### src/include/spc_pkg.sv
package spc_pkg;
  // Wishbone word offsets (byte addresses)
  localparam logic [7:0] SPC_SLEEP_CONTROL_IDX = 8'h33;
  localparam logic [7:0] SPC_SLEEP_CONTROL_DATA = 8'h53;
  localparam logic [9:0] SPC_ADDR_SLEEP_CONTROL = 10'h0cc;
  localparam logic [9:0] SPC_ADDR_MCU_CONTROL = 10'h100;
  localparam logic [9:0] SPC_ADDR_POWER_REDUCTION = 10'h104;
  localparam logic [9:0] SPC_ADDR_STATUS = 10'h108;
  localparam logic [9:0] SPC_ADDR_COMMAND = 10'h10c;
  // Field positions
  localparam int SPC_SLEEP_ARM_BIT = 0;
  localparam int SPC_SLEEP_SELECT_LSB = 1;
  localparam int SPC_BROWNOUT_SLEEP_OFF_BIT = 6;
  localparam int SPC_BROWNOUT_SLEEP_OFF_UNLOCK_BIT = 5;
  localparam int SPC_DEBUG_OFF_BIT = 7;
  localparam logic [7:0] SPC_PRR_MASK = 8'h1f;
  // Reset values
  localparam logic [7:0] SPC_SLEEP_CONTROL_RST = 8'h00;
  localparam logic [7:0] SPC_MCU_CONTROL_RST = 8'h00;
  localparam logic [7:0] SPC_POWER_REDUCTION_RST = 8'h00;
  // Sleep mode codes
  localparam logic [2:0] SPC_MODE_IDLE = 3'h0;
  localparam logic [2:0] SPC_MODE_ADC_NR = 3'h1;
  localparam logic [2:0] SPC_MODE_PDOWN = 3'h2;
  localparam logic [2:0] SPC_MODE_PSAVE = 3'h3;
  localparam logic [2:0] SPC_MODE_STANDBY = 3'h6;
  // Timing
  localparam logic [2:0] SPC_UNLOCK_WINDOW = 3'h4;
  localparam logic [2:0] SPC_BROWNOUT_SLEEP_OFF_DELAY = 3'h3;
  localparam logic [2:0] SPC_BROWNOUT_SLEEP_OFF_HOLD = 3'h3;
  localparam logic [3:0] SPC_WAKE_HALT = 4'h4;
  localparam logic [3:0] SPC_STANDBY_WAKE = 4'h6;
  localparam int SPC_CLK_HZ = 20000000;
  localparam int SPC_BOD_WAKE_US = 60;
  localparam int SPC_BOD_WAKE_CYC = SPC_BOD_WAKE_US * (SPC_CLK_HZ / 1000000);
  localparam logic [15:0] SPC_STARTUP_RST = 16'h0010;
  typedef enum logic [3:0] {
    SPC_ST_RUN = 4'b0001,
    SPC_ST_SLEEP = 4'b0010,
    SPC_ST_START = 4'b0100,
    SPC_ST_HALT = 4'b1000
  } spc_state_t;
endpackage

### src/hw/spc_sleep_power_controller.sv
`timescale 1ns/100ps
module spc_sleep_power_controller #(
  parameter logic [15:0] STARTUP_CYC = spc_pkg::SPC_STARTUP_RST,
  parameter int BOD_WAKE_CYC = spc_pkg::SPC_BOD_WAKE_CYC
) (
  // Clock and reset
  input wire logic clk_i,
  input wire logic rst_i,
  // Wishbone slave
  input wire logic wb_cyc_i,
  input wire logic wb_stb_i,
  input wire logic wb_we_i,
  input wire logic [9:0] wb_adr_i,
  input wire logic [3:0] wb_sel_i,
  input wire logic [31:0] wb_dat_i,
  output logic [31:0] wb_dat_o,
  output logic wb_ack_o,
  // Core and system inputs (same clock)
  input wire logic sleep_instr_i,
  input wire logic wake_irq_i,
  input wire logic wake_reset_i,
  input wire logic crystal_clock_i,
  input wire logic debug_system_fuse_i,
  input wire logic debug_port_fuse_i,
  input wire logic brownout_level_fuse_i,
  input wire logic adc_enable_i,
  input wire logic comparator_off_i,
  input wire logic comparator_bandgap_i,
  input wire logic watchdog_enable_i,
  // Power control outputs
  output logic cpu_halt_o,
  output logic clk_cpu_en_o,
  output logic clk_io_en_o,
  output logic clk_adc_en_o,
  output logic main_osc_en_o,
  output logic [4:0] module_clk_en_o,
  output logic brownout_on_o,
  output logic comparator_en_o,
  output logic comparator_mux_en_o,
  output logic adc_on_o,
  output logic adc_extended_o,
  output logic reference_on_o,
  output logic watchdog_run_o,
  output logic input_buffer_en_o,
  output logic debug_port_en_o,
  output logic [2:0] sleep_mode_o
);
  import spc_pkg::*;

  typedef struct packed {
    logic [7:0] sleep_control;
    logic [7:0] mcu_control;
    logic [7:0] power_reduction;
    logic [2:0] unlock_cnt;
    logic [2:0] brownout_sleep_off_cnt;
    logic brownout_sleep_off_active;
    logic bod_off;
    logic [2:0] mode;
    spc_state_t state;
    logic [15:0] wait_cnt;
    logic adc_was_on;
    logic adc_extended;
    logic [31:0] dat;
    logic ack;
  } spc_regs_t;

  spc_regs_t state_reg;
  spc_regs_t state_next;

  // Valid mode codes; reserved ones refuse sleep
  function automatic logic spc_mode_valid(input logic [2:0] m);
    return (m == SPC_MODE_IDLE) || (m == SPC_MODE_ADC_NR) || (m == SPC_MODE_PDOWN) ||
      (m == SPC_MODE_PSAVE) || (m == SPC_MODE_STANDBY);
  endfunction

  // Modes where io and adc clocks both stop
  function automatic logic spc_mode_deep(input logic [2:0] m);
    return (m == SPC_MODE_PDOWN) || (m == SPC_MODE_PSAVE) || (m == SPC_MODE_STANDBY);
  endfunction

  logic wb_req;
  logic wr_mcu;
  logic sleeping;
  logic [2:0] sel_mode;
  logic [15:0] wake_cycles;

  assign wb_req = wb_cyc_i && wb_stb_i && !state_reg.ack;
  assign wr_mcu = wb_req && wb_we_i && wb_sel_i[0] && (wb_adr_i == SPC_ADDR_MCU_CONTROL);
  assign sleeping = (state_reg.state == SPC_ST_SLEEP);
  assign sel_mode = state_reg.sleep_control[SPC_SLEEP_SELECT_LSB +: 3];

  always_comb
  begin
    state_next = state_reg;
    state_next.ack = wb_req;
    state_next.dat = '0;
    wake_cycles = STARTUP_CYC;
    if (state_reg.mode == SPC_MODE_STANDBY)
    begin
      wake_cycles = {12'h000, SPC_STANDBY_WAKE} - {12'h000, SPC_WAKE_HALT};
    end
    if (state_reg.bod_off && (16'(BOD_WAKE_CYC) > wake_cycles))
    begin
      wake_cycles = 16'(BOD_WAKE_CYC);
    end
    // Unlock window countdown
    if (state_reg.unlock_cnt != 3'h0)
    begin
      state_next.unlock_cnt = state_reg.unlock_cnt - 3'h1;
    end
    // Brown-out sleep-off: delay then active, then self-clear
    if (state_reg.brownout_sleep_off_cnt != 3'h0)
    begin
      state_next.brownout_sleep_off_cnt = state_reg.brownout_sleep_off_cnt - 3'h1;
      if (!state_reg.brownout_sleep_off_active && state_reg.brownout_sleep_off_cnt == 3'h1)
      begin
        state_next.brownout_sleep_off_active = 1'b1;
        state_next.brownout_sleep_off_cnt = SPC_BROWNOUT_SLEEP_OFF_HOLD;
      end
      else if (state_reg.brownout_sleep_off_active && state_reg.brownout_sleep_off_cnt == 3'h1)
      begin
        state_next.brownout_sleep_off_active = 1'b0;
        state_next.mcu_control[SPC_BROWNOUT_SLEEP_OFF_BIT] = 1'b0;
      end
    end
    // Register writes
    if (wb_req && wb_we_i && wb_sel_i[0])
    begin
      case (wb_adr_i)
        SPC_ADDR_SLEEP_CONTROL:
        begin
          state_next.sleep_control = {4'h0, wb_dat_i[3:0]};
        end
        SPC_ADDR_POWER_REDUCTION:
        begin
          state_next.power_reduction = wb_dat_i[7:0] & SPC_PRR_MASK;
        end
        default:
        begin
        end
      endcase
    end
    if (wr_mcu)
    begin
      state_next.mcu_control[SPC_DEBUG_OFF_BIT] = wb_dat_i[SPC_DEBUG_OFF_BIT];
      state_next.mcu_control[SPC_BROWNOUT_SLEEP_OFF_UNLOCK_BIT] = 1'b0;
      if (wb_dat_i[SPC_BROWNOUT_SLEEP_OFF_BIT] && wb_dat_i[SPC_BROWNOUT_SLEEP_OFF_UNLOCK_BIT])
      begin
        state_next.unlock_cnt = SPC_UNLOCK_WINDOW;
        state_next.mcu_control[SPC_BROWNOUT_SLEEP_OFF_UNLOCK_BIT] = 1'b1;
      end
      else if (wb_dat_i[SPC_BROWNOUT_SLEEP_OFF_BIT] && state_reg.unlock_cnt != 3'h0)
      begin
        state_next.unlock_cnt = 3'h0;
        state_next.mcu_control[SPC_BROWNOUT_SLEEP_OFF_BIT] = 1'b1;
        state_next.brownout_sleep_off_active = 1'b0;
        state_next.brownout_sleep_off_cnt = SPC_BROWNOUT_SLEEP_OFF_DELAY;
      end
    end
    if (state_next.unlock_cnt == 3'h0)
    begin
      state_next.mcu_control[SPC_BROWNOUT_SLEEP_OFF_UNLOCK_BIT] = 1'b0;
    end
    // Register reads; unmapped reads zero
    if (wb_req && !wb_we_i)
    begin
      case (wb_adr_i)
        SPC_ADDR_SLEEP_CONTROL: state_next.dat = {24'h0, state_reg.sleep_control};
        SPC_ADDR_MCU_CONTROL: state_next.dat = {24'h0, state_reg.mcu_control};
        SPC_ADDR_POWER_REDUCTION: state_next.dat = {24'h0, state_reg.power_reduction};
        SPC_ADDR_STATUS: state_next.dat = {24'h0, state_reg.adc_extended,
          state_reg.bod_off, state_reg.brownout_sleep_off_active, state_reg.mode, state_reg.state[1],
          state_reg.state[3] | state_reg.state[2]};
        default: state_next.dat = '0;
      endcase
    end
    // ADC off-then-on sets the extended flag, which then stays set until reset
    state_next.adc_was_on = adc_on_o;
    if (adc_on_o && !state_reg.adc_was_on)
    begin
      state_next.adc_extended = 1'b1;
    end
    // Sleep sequencer
    case (state_reg.state)
      SPC_ST_RUN:
      begin
        // Reserved code or disarmed: instruction is a no-op
        if (sleep_instr_i && state_reg.sleep_control[SPC_SLEEP_ARM_BIT] &&
          spc_mode_valid(sel_mode))
        begin
          state_next.state = SPC_ST_SLEEP;
          state_next.mode = sel_mode;
          state_next.bod_off = state_reg.brownout_sleep_off_active;
        end
      end
      SPC_ST_SLEEP:
      begin
        if (wake_irq_i || wake_reset_i)
        begin
          state_next.state = SPC_ST_START;
          state_next.wait_cnt = wake_cycles;
        end
      end
      SPC_ST_START:
      begin
        state_next.wait_cnt = state_reg.wait_cnt - 16'h0001;
        if (state_reg.wait_cnt <= 16'h0001)
        begin
          state_next.bod_off = 1'b0;
          state_next.state = SPC_ST_HALT;
          state_next.wait_cnt = {12'h000, SPC_WAKE_HALT};
        end
      end
      SPC_ST_HALT:
      begin
        state_next.wait_cnt = state_reg.wait_cnt - 16'h0001;
        if (state_reg.wait_cnt <= 16'h0001)
        begin
          state_next.state = SPC_ST_RUN;
        end
      end
      default:
      begin
        state_next.state = SPC_ST_RUN;
      end
    endcase
  end

  always_ff @(posedge clk_i)
  begin
    if (rst_i)
    begin
      state_reg <= '0;
      state_reg.sleep_control <= SPC_SLEEP_CONTROL_RST;
      state_reg.mcu_control <= SPC_MCU_CONTROL_RST;
      state_reg.power_reduction <= SPC_POWER_REDUCTION_RST;
      state_reg.state <= SPC_ST_RUN;
    end
    else
    begin
      state_reg <= state_next;
    end
  end

  // Power control outputs, registered from next state
  logic deep_next;
  logic asleep_next;
  logic [2:0] mode_next;
  assign asleep_next = (state_next.state != SPC_ST_RUN);
  assign mode_next = state_next.mode;
  assign deep_next = (state_next.state == SPC_ST_SLEEP) && spc_mode_deep(mode_next);

  always_ff @(posedge clk_i)
  begin
    if (rst_i)
    begin
      cpu_halt_o <= 1'b0;
      clk_cpu_en_o <= 1'b1;
      clk_io_en_o <= 1'b1;
      clk_adc_en_o <= 1'b1;
      main_osc_en_o <= 1'b1;
      module_clk_en_o <= 5'h1f;
      brownout_on_o <= 1'b0;
      comparator_en_o <= 1'b0;
      comparator_mux_en_o <= 1'b0;
      adc_on_o <= 1'b0;
      adc_extended_o <= 1'b0;
      reference_on_o <= 1'b0;
      watchdog_run_o <= 1'b0;
      input_buffer_en_o <= 1'b1;
      debug_port_en_o <= 1'b0;
      sleep_mode_o <= SPC_MODE_IDLE;
    end
    else
    begin
      cpu_halt_o <= asleep_next;
      clk_cpu_en_o <= !asleep_next;
      clk_io_en_o <= !((state_next.state == SPC_ST_SLEEP) && (mode_next != SPC_MODE_IDLE));
      clk_adc_en_o <= !deep_next;
      // Debug fuse keeps oscillator alive; costs sleep current
      main_osc_en_o <= !(deep_next && mode_next != SPC_MODE_STANDBY &&
        !(debug_system_fuse_i && (mode_next == SPC_MODE_PDOWN ||
        mode_next == SPC_MODE_PSAVE)));
      // Gated modules freeze in place, so timer one resumes
      module_clk_en_o <= ~state_next.power_reduction[4:0];
      brownout_on_o <= brownout_level_fuse_i && !state_next.bod_off;
      comparator_en_o <= !comparator_off_i && (comparator_bandgap_i || !deep_next);
      comparator_mux_en_o <= !state_next.power_reduction[0];
      adc_on_o <= adc_enable_i && !state_next.power_reduction[0];
      adc_extended_o <= state_next.adc_extended;
      reference_on_o <= (brownout_level_fuse_i && !state_next.bod_off) ||
        (!comparator_off_i && comparator_bandgap_i) || adc_enable_i;
      watchdog_run_o <= watchdog_enable_i;
      // Wake-up pin buffers live outside this block
      input_buffer_en_o <= !deep_next;
      debug_port_en_o <= debug_port_fuse_i && !state_next.mcu_control[SPC_DEBUG_OFF_BIT];
      sleep_mode_o <= mode_next;
    end
  end

  assign wb_dat_o = state_reg.dat;
  assign wb_ack_o = state_reg.ack;
endmodule

### config.mk
export PLATFORM = sky130hd
export DESIGN_NAME = spc_sleep_power_controller
export DESIGN_NICKNAME = d
export VERILOG_FILES = /design/src/include/spc_pkg.sv /design/src/hw/spc_sleep_power_controller.sv
export SDC_FILE = /design/constraint.sdc
export NUM_CORES = 1
export LEC_CHECK = 0
export BUFFER_PORTS_ARGS = -buffer_cell sky130_fd_sc_hd__buf_4
export CORE_MARGIN = 5
export CORE_UTILIZATION = 50
export CTS_CLUSTER_DIAMETER = 60
export DETAILED_ROUTE_END_ITERATION = 8
export PLACE_DENSITY = 0.78
export SETUP_SLACK_MARGIN = 0.5
export SLEW_MARGIN = 40
export SYNTH_ARGS = -nofsm -noshare
export SYNTH_HDL_FRONTEND = slang
export SYNTH_SLANG_ARGS = --single-unit
### constraint.sdc
create_clock -name clk_i -period 2.5 [get_ports clk_i]
set_input_delay 0.75 -clock clk_i [delete_from_list [all_inputs] [get_ports clk_i]]
set_output_delay 0.75 -clock clk_i [all_outputs]
set_load 0.005 [all_outputs]
==> results_dict.tcl <==
set metrics [dict create \
    yosys-top-cells-count "dfxtp_1 (71), nor2_1 (41), buf_4 (36)" \
    h-tree-depth 3 \
    cp-start-kind "input pin" \
    power.density_nw_per_um2 604.0 \
    finalSetupTns_ps 0 \
    vias_per_cell 5.695 \
    final_nets 558 \
    drive_gt1_share_pct 29.07 \
    p_seq_share_pct 44.9 \
    holdPathEnd "state_reg[80]" \
    place_inst 570 \
    postSynthAreaPerCell_um2 8.767 \
    setup.worst_path.class "in2reg" \
    grt_pass1_wl_mm 14.53 \
    ys_seq_area_share_pct 38.60 \
    area_delta_synth_final_pct 24.02 \
    drt-wirelength-per-cell_um 15.29 \
    skew_ps 6.205 \
    cp.arrival_ps 2230 \
    holdBufCountCts 0 \
    setup_viol 0 \
    end_kind "register" \
    start_util_pct 51.04 \
    largest_register_ffs 38 \
    hold_depth 2 \
    fin_crit_ps 1999 \
    fp.dieH_um 95.82 \
    sw_frac_of_total_pct 28.24 \
    rr_startpoint "state_reg[52]" \
    p_int_mw 1.979 \
    synth_largest_area_cell "dfxtp_1" \
    hold_viol 0 \
    antenna_cells 0 \
    clockRootBuffer "clkbuf_8" \
    antenna_found_initial 0 \
    relSlewSlack_pct 57.75 \
    cp_slowest_stage_delay_ps 400 \
    firstDrtPassIters 5 \
    vias 3366 \
    reg2reg_to "state_reg[40]" \
    grt_usage_pct 19.89 \
    vdd.ir_drop.worst_v 0.0003032 \
    p_comb_share_pct 18.2 \
    synth-edff-count 0 \
    drt_iter0_markers 194 \
    p_clk_share_pct 36.9 \
    ios 117 \
    cp_max_fo 3 \
    grt_max_degree 27 \
    fmax_mhz 500.3 \
    synth_most_common_cell "dfxtp_1" \
    switchingPower_mw 0.7790 \
    place_hpwl_mm 6.438 \
    syn_inst 420 \
    reg2regPathDepth 5 \
    gp_congestion 0.8496 \
    cap_violations 0 \
    cts.sinks 71 \
    yosysWarnings 0 \
    synth_area_leaders "dfxtp_1 (39%), buf_4 (7.3%), mux2i_1 (4.3%)" \
    design.core.area_um2 7214 \
    wirelength_mm 9.035 \
    ctsLongestPathBuffers 2 \
    synth_area_um2 3682 \
    cp_slowest_cell "or3_4" \
    rsz0062_at_grt "yes" \
    crit_chain "buf_6 > or3_4 > buf_12 > nor4_4 > buf_4 > a41oi_2 > a22oi_1 > nor2_1" \
    ant_nets 0 \
    hp-start "state_reg[80]" \
    die-area_um2 9181 \
    die_w_um 95.82 \
    required_ps 2730 \
    p_leak_nw 1.926 \
    clk_latency_ps 350 \
    worstMarginPinSlew_ps 629.6 \
    rrSetupSlack_ps 530 \
    cts_tree "done" \
    stdcell_count 591 \
    io_buffers 64 \
    cts_buffers 9 \
    finalCritPeriodShare_pct 79.96 \
    synth_cell_types 66 \
    synth_top_area_share_pct 38.60 \
    synthFlopType "dfxtp_1" \
    worstHoldPathType "reg2reg" \
    grt_pass1_vias 3135 \
    clkSlewWorstSetupHoldPaths_ps 80 \
    postSynth.asyncResetShare_pct 0 \
    remaining_drc_errors 0 \
    num_rows 31 \
    grt.overflow.total 0 \
    status "complete, no violations" \
    maxSlewViolCount 0 \
    ys_seq_elements 71 \
]
## area by class of cell
type / count / area, um^2
repair buffers: 85 / 661.9
well taps: 99 / 123.9
fillers: 578 / 2648
clock inverters: 7 / 96.34
multi-input cells: 301 / 2063
flip-flops and latches: 71 / 1426
clock buffers: 9 / 123.9
inverters: 19 / 71.32
## through the flow
stage	hold slack (ps)	instance area, um^2	util, %	worst slack, ps	total power, mW
floorplan	435.7	3837	-	215.8	1.622
global placement	444.8	4222	58.52	170.9	1.707
detailed placement	448.1	4222	58.52	157.2	1.733
CTS	458.9	4457	61.78	499.3	2.741
global route	487.0	4567	63.30	447.5	2.902
finish	457.1	4567	63.30	501.0	2.758
## per-layer routing
layer,routed length [um],part of all wire [%],GRT usage [%]
met1,3714,41,25.18
met2,4525,50,33.12
met3,648,7.2,4.613
met4,146,1.6,6.991
met5,0,0,0
## cells in the final DEF (no fill, tap or decap), types with 4 or more instances in the layout
cell      count
nand3b_1      5
conb_1       24
a211oi_1      6
and3_1        4
nand3_1       4
dfxtp_2       4
nor3_1       14
o21ai_0      20
nor4_1        4
buf_4        81
nor2_1       41
or2_4         6
dfxtp_1      67
ha_1          8
mux2i_1      15
nand2b_1      5
inv_1        19
nand2_1      20
or3_1         9
nor2b_1       7
a21oi_1      23
or2_2         4
o211ai_1      7
clkbuf_8      9
## worst max-delay path by stage
stage / startpoint / slack, ps / end
2_1_floorplan: wb_adr_i[3] / 220 / module_clk_en_o[0]
3_3_place_gp: wb_adr_i[7] / 170 / state_reg[59]
3_5_place_dp: wb_adr_i[3] / 160 / adc_on_o
4_1_cts: state_reg[52] / 500 / state_reg[40]
5_1_grt: wb_adr_i[7] / 450 / state_reg[62]
6_report: wb_adr_i[9] / 500 / state_reg[64]
## cell families after synthesis
| group | count (synthesis) | synth area share (%) |
|---|---|---|
| AOI/OAI and AO/OA | 95 | 17.64 |
| xor gates and xnor gates | 3 | 0.7137 |
| adders and majority gates | 9 | 3.058 |
| buffers and inverters | 71 | 11.25 |
| DFF | 71 | 38.60 |
| muxes | 16 | 4.349 |
| other | 1 | 0.1018 |
| and+or+nand+nor | 154 | 24.30 |
## critical path: cells and delay by family
kind | cells | cell delay, ps
compound gates | 2 | 300
buf+inv | 3 | 430
simple gates | 3 | 760
## power by group through the flow
| stage | Clock, mW | Combinational, mW | Sequential (mW) |
|---|---|---|---|
| finish | 1.02 | 0.502 | 1.24 |
| global route | 1.08 | 0.569 | 1.25 |
| CTS | 1.03 | 0.474 | 1.24 |
| detailed placement | 0 | 0.469 | 1.26 |
| global placement | 0 | 0.446 | 1.26 |
| floorplan | 0 | 0.368 | 1.25 |
## repair_timing
action                     in CTS  in global routing
pin swaps                       0                 10
setup endpoints to repair      10                 29
setup buffers                   0                  5
gates resized for setup         4                 15
Note: power is estimated with default switching activity, not from simulation.
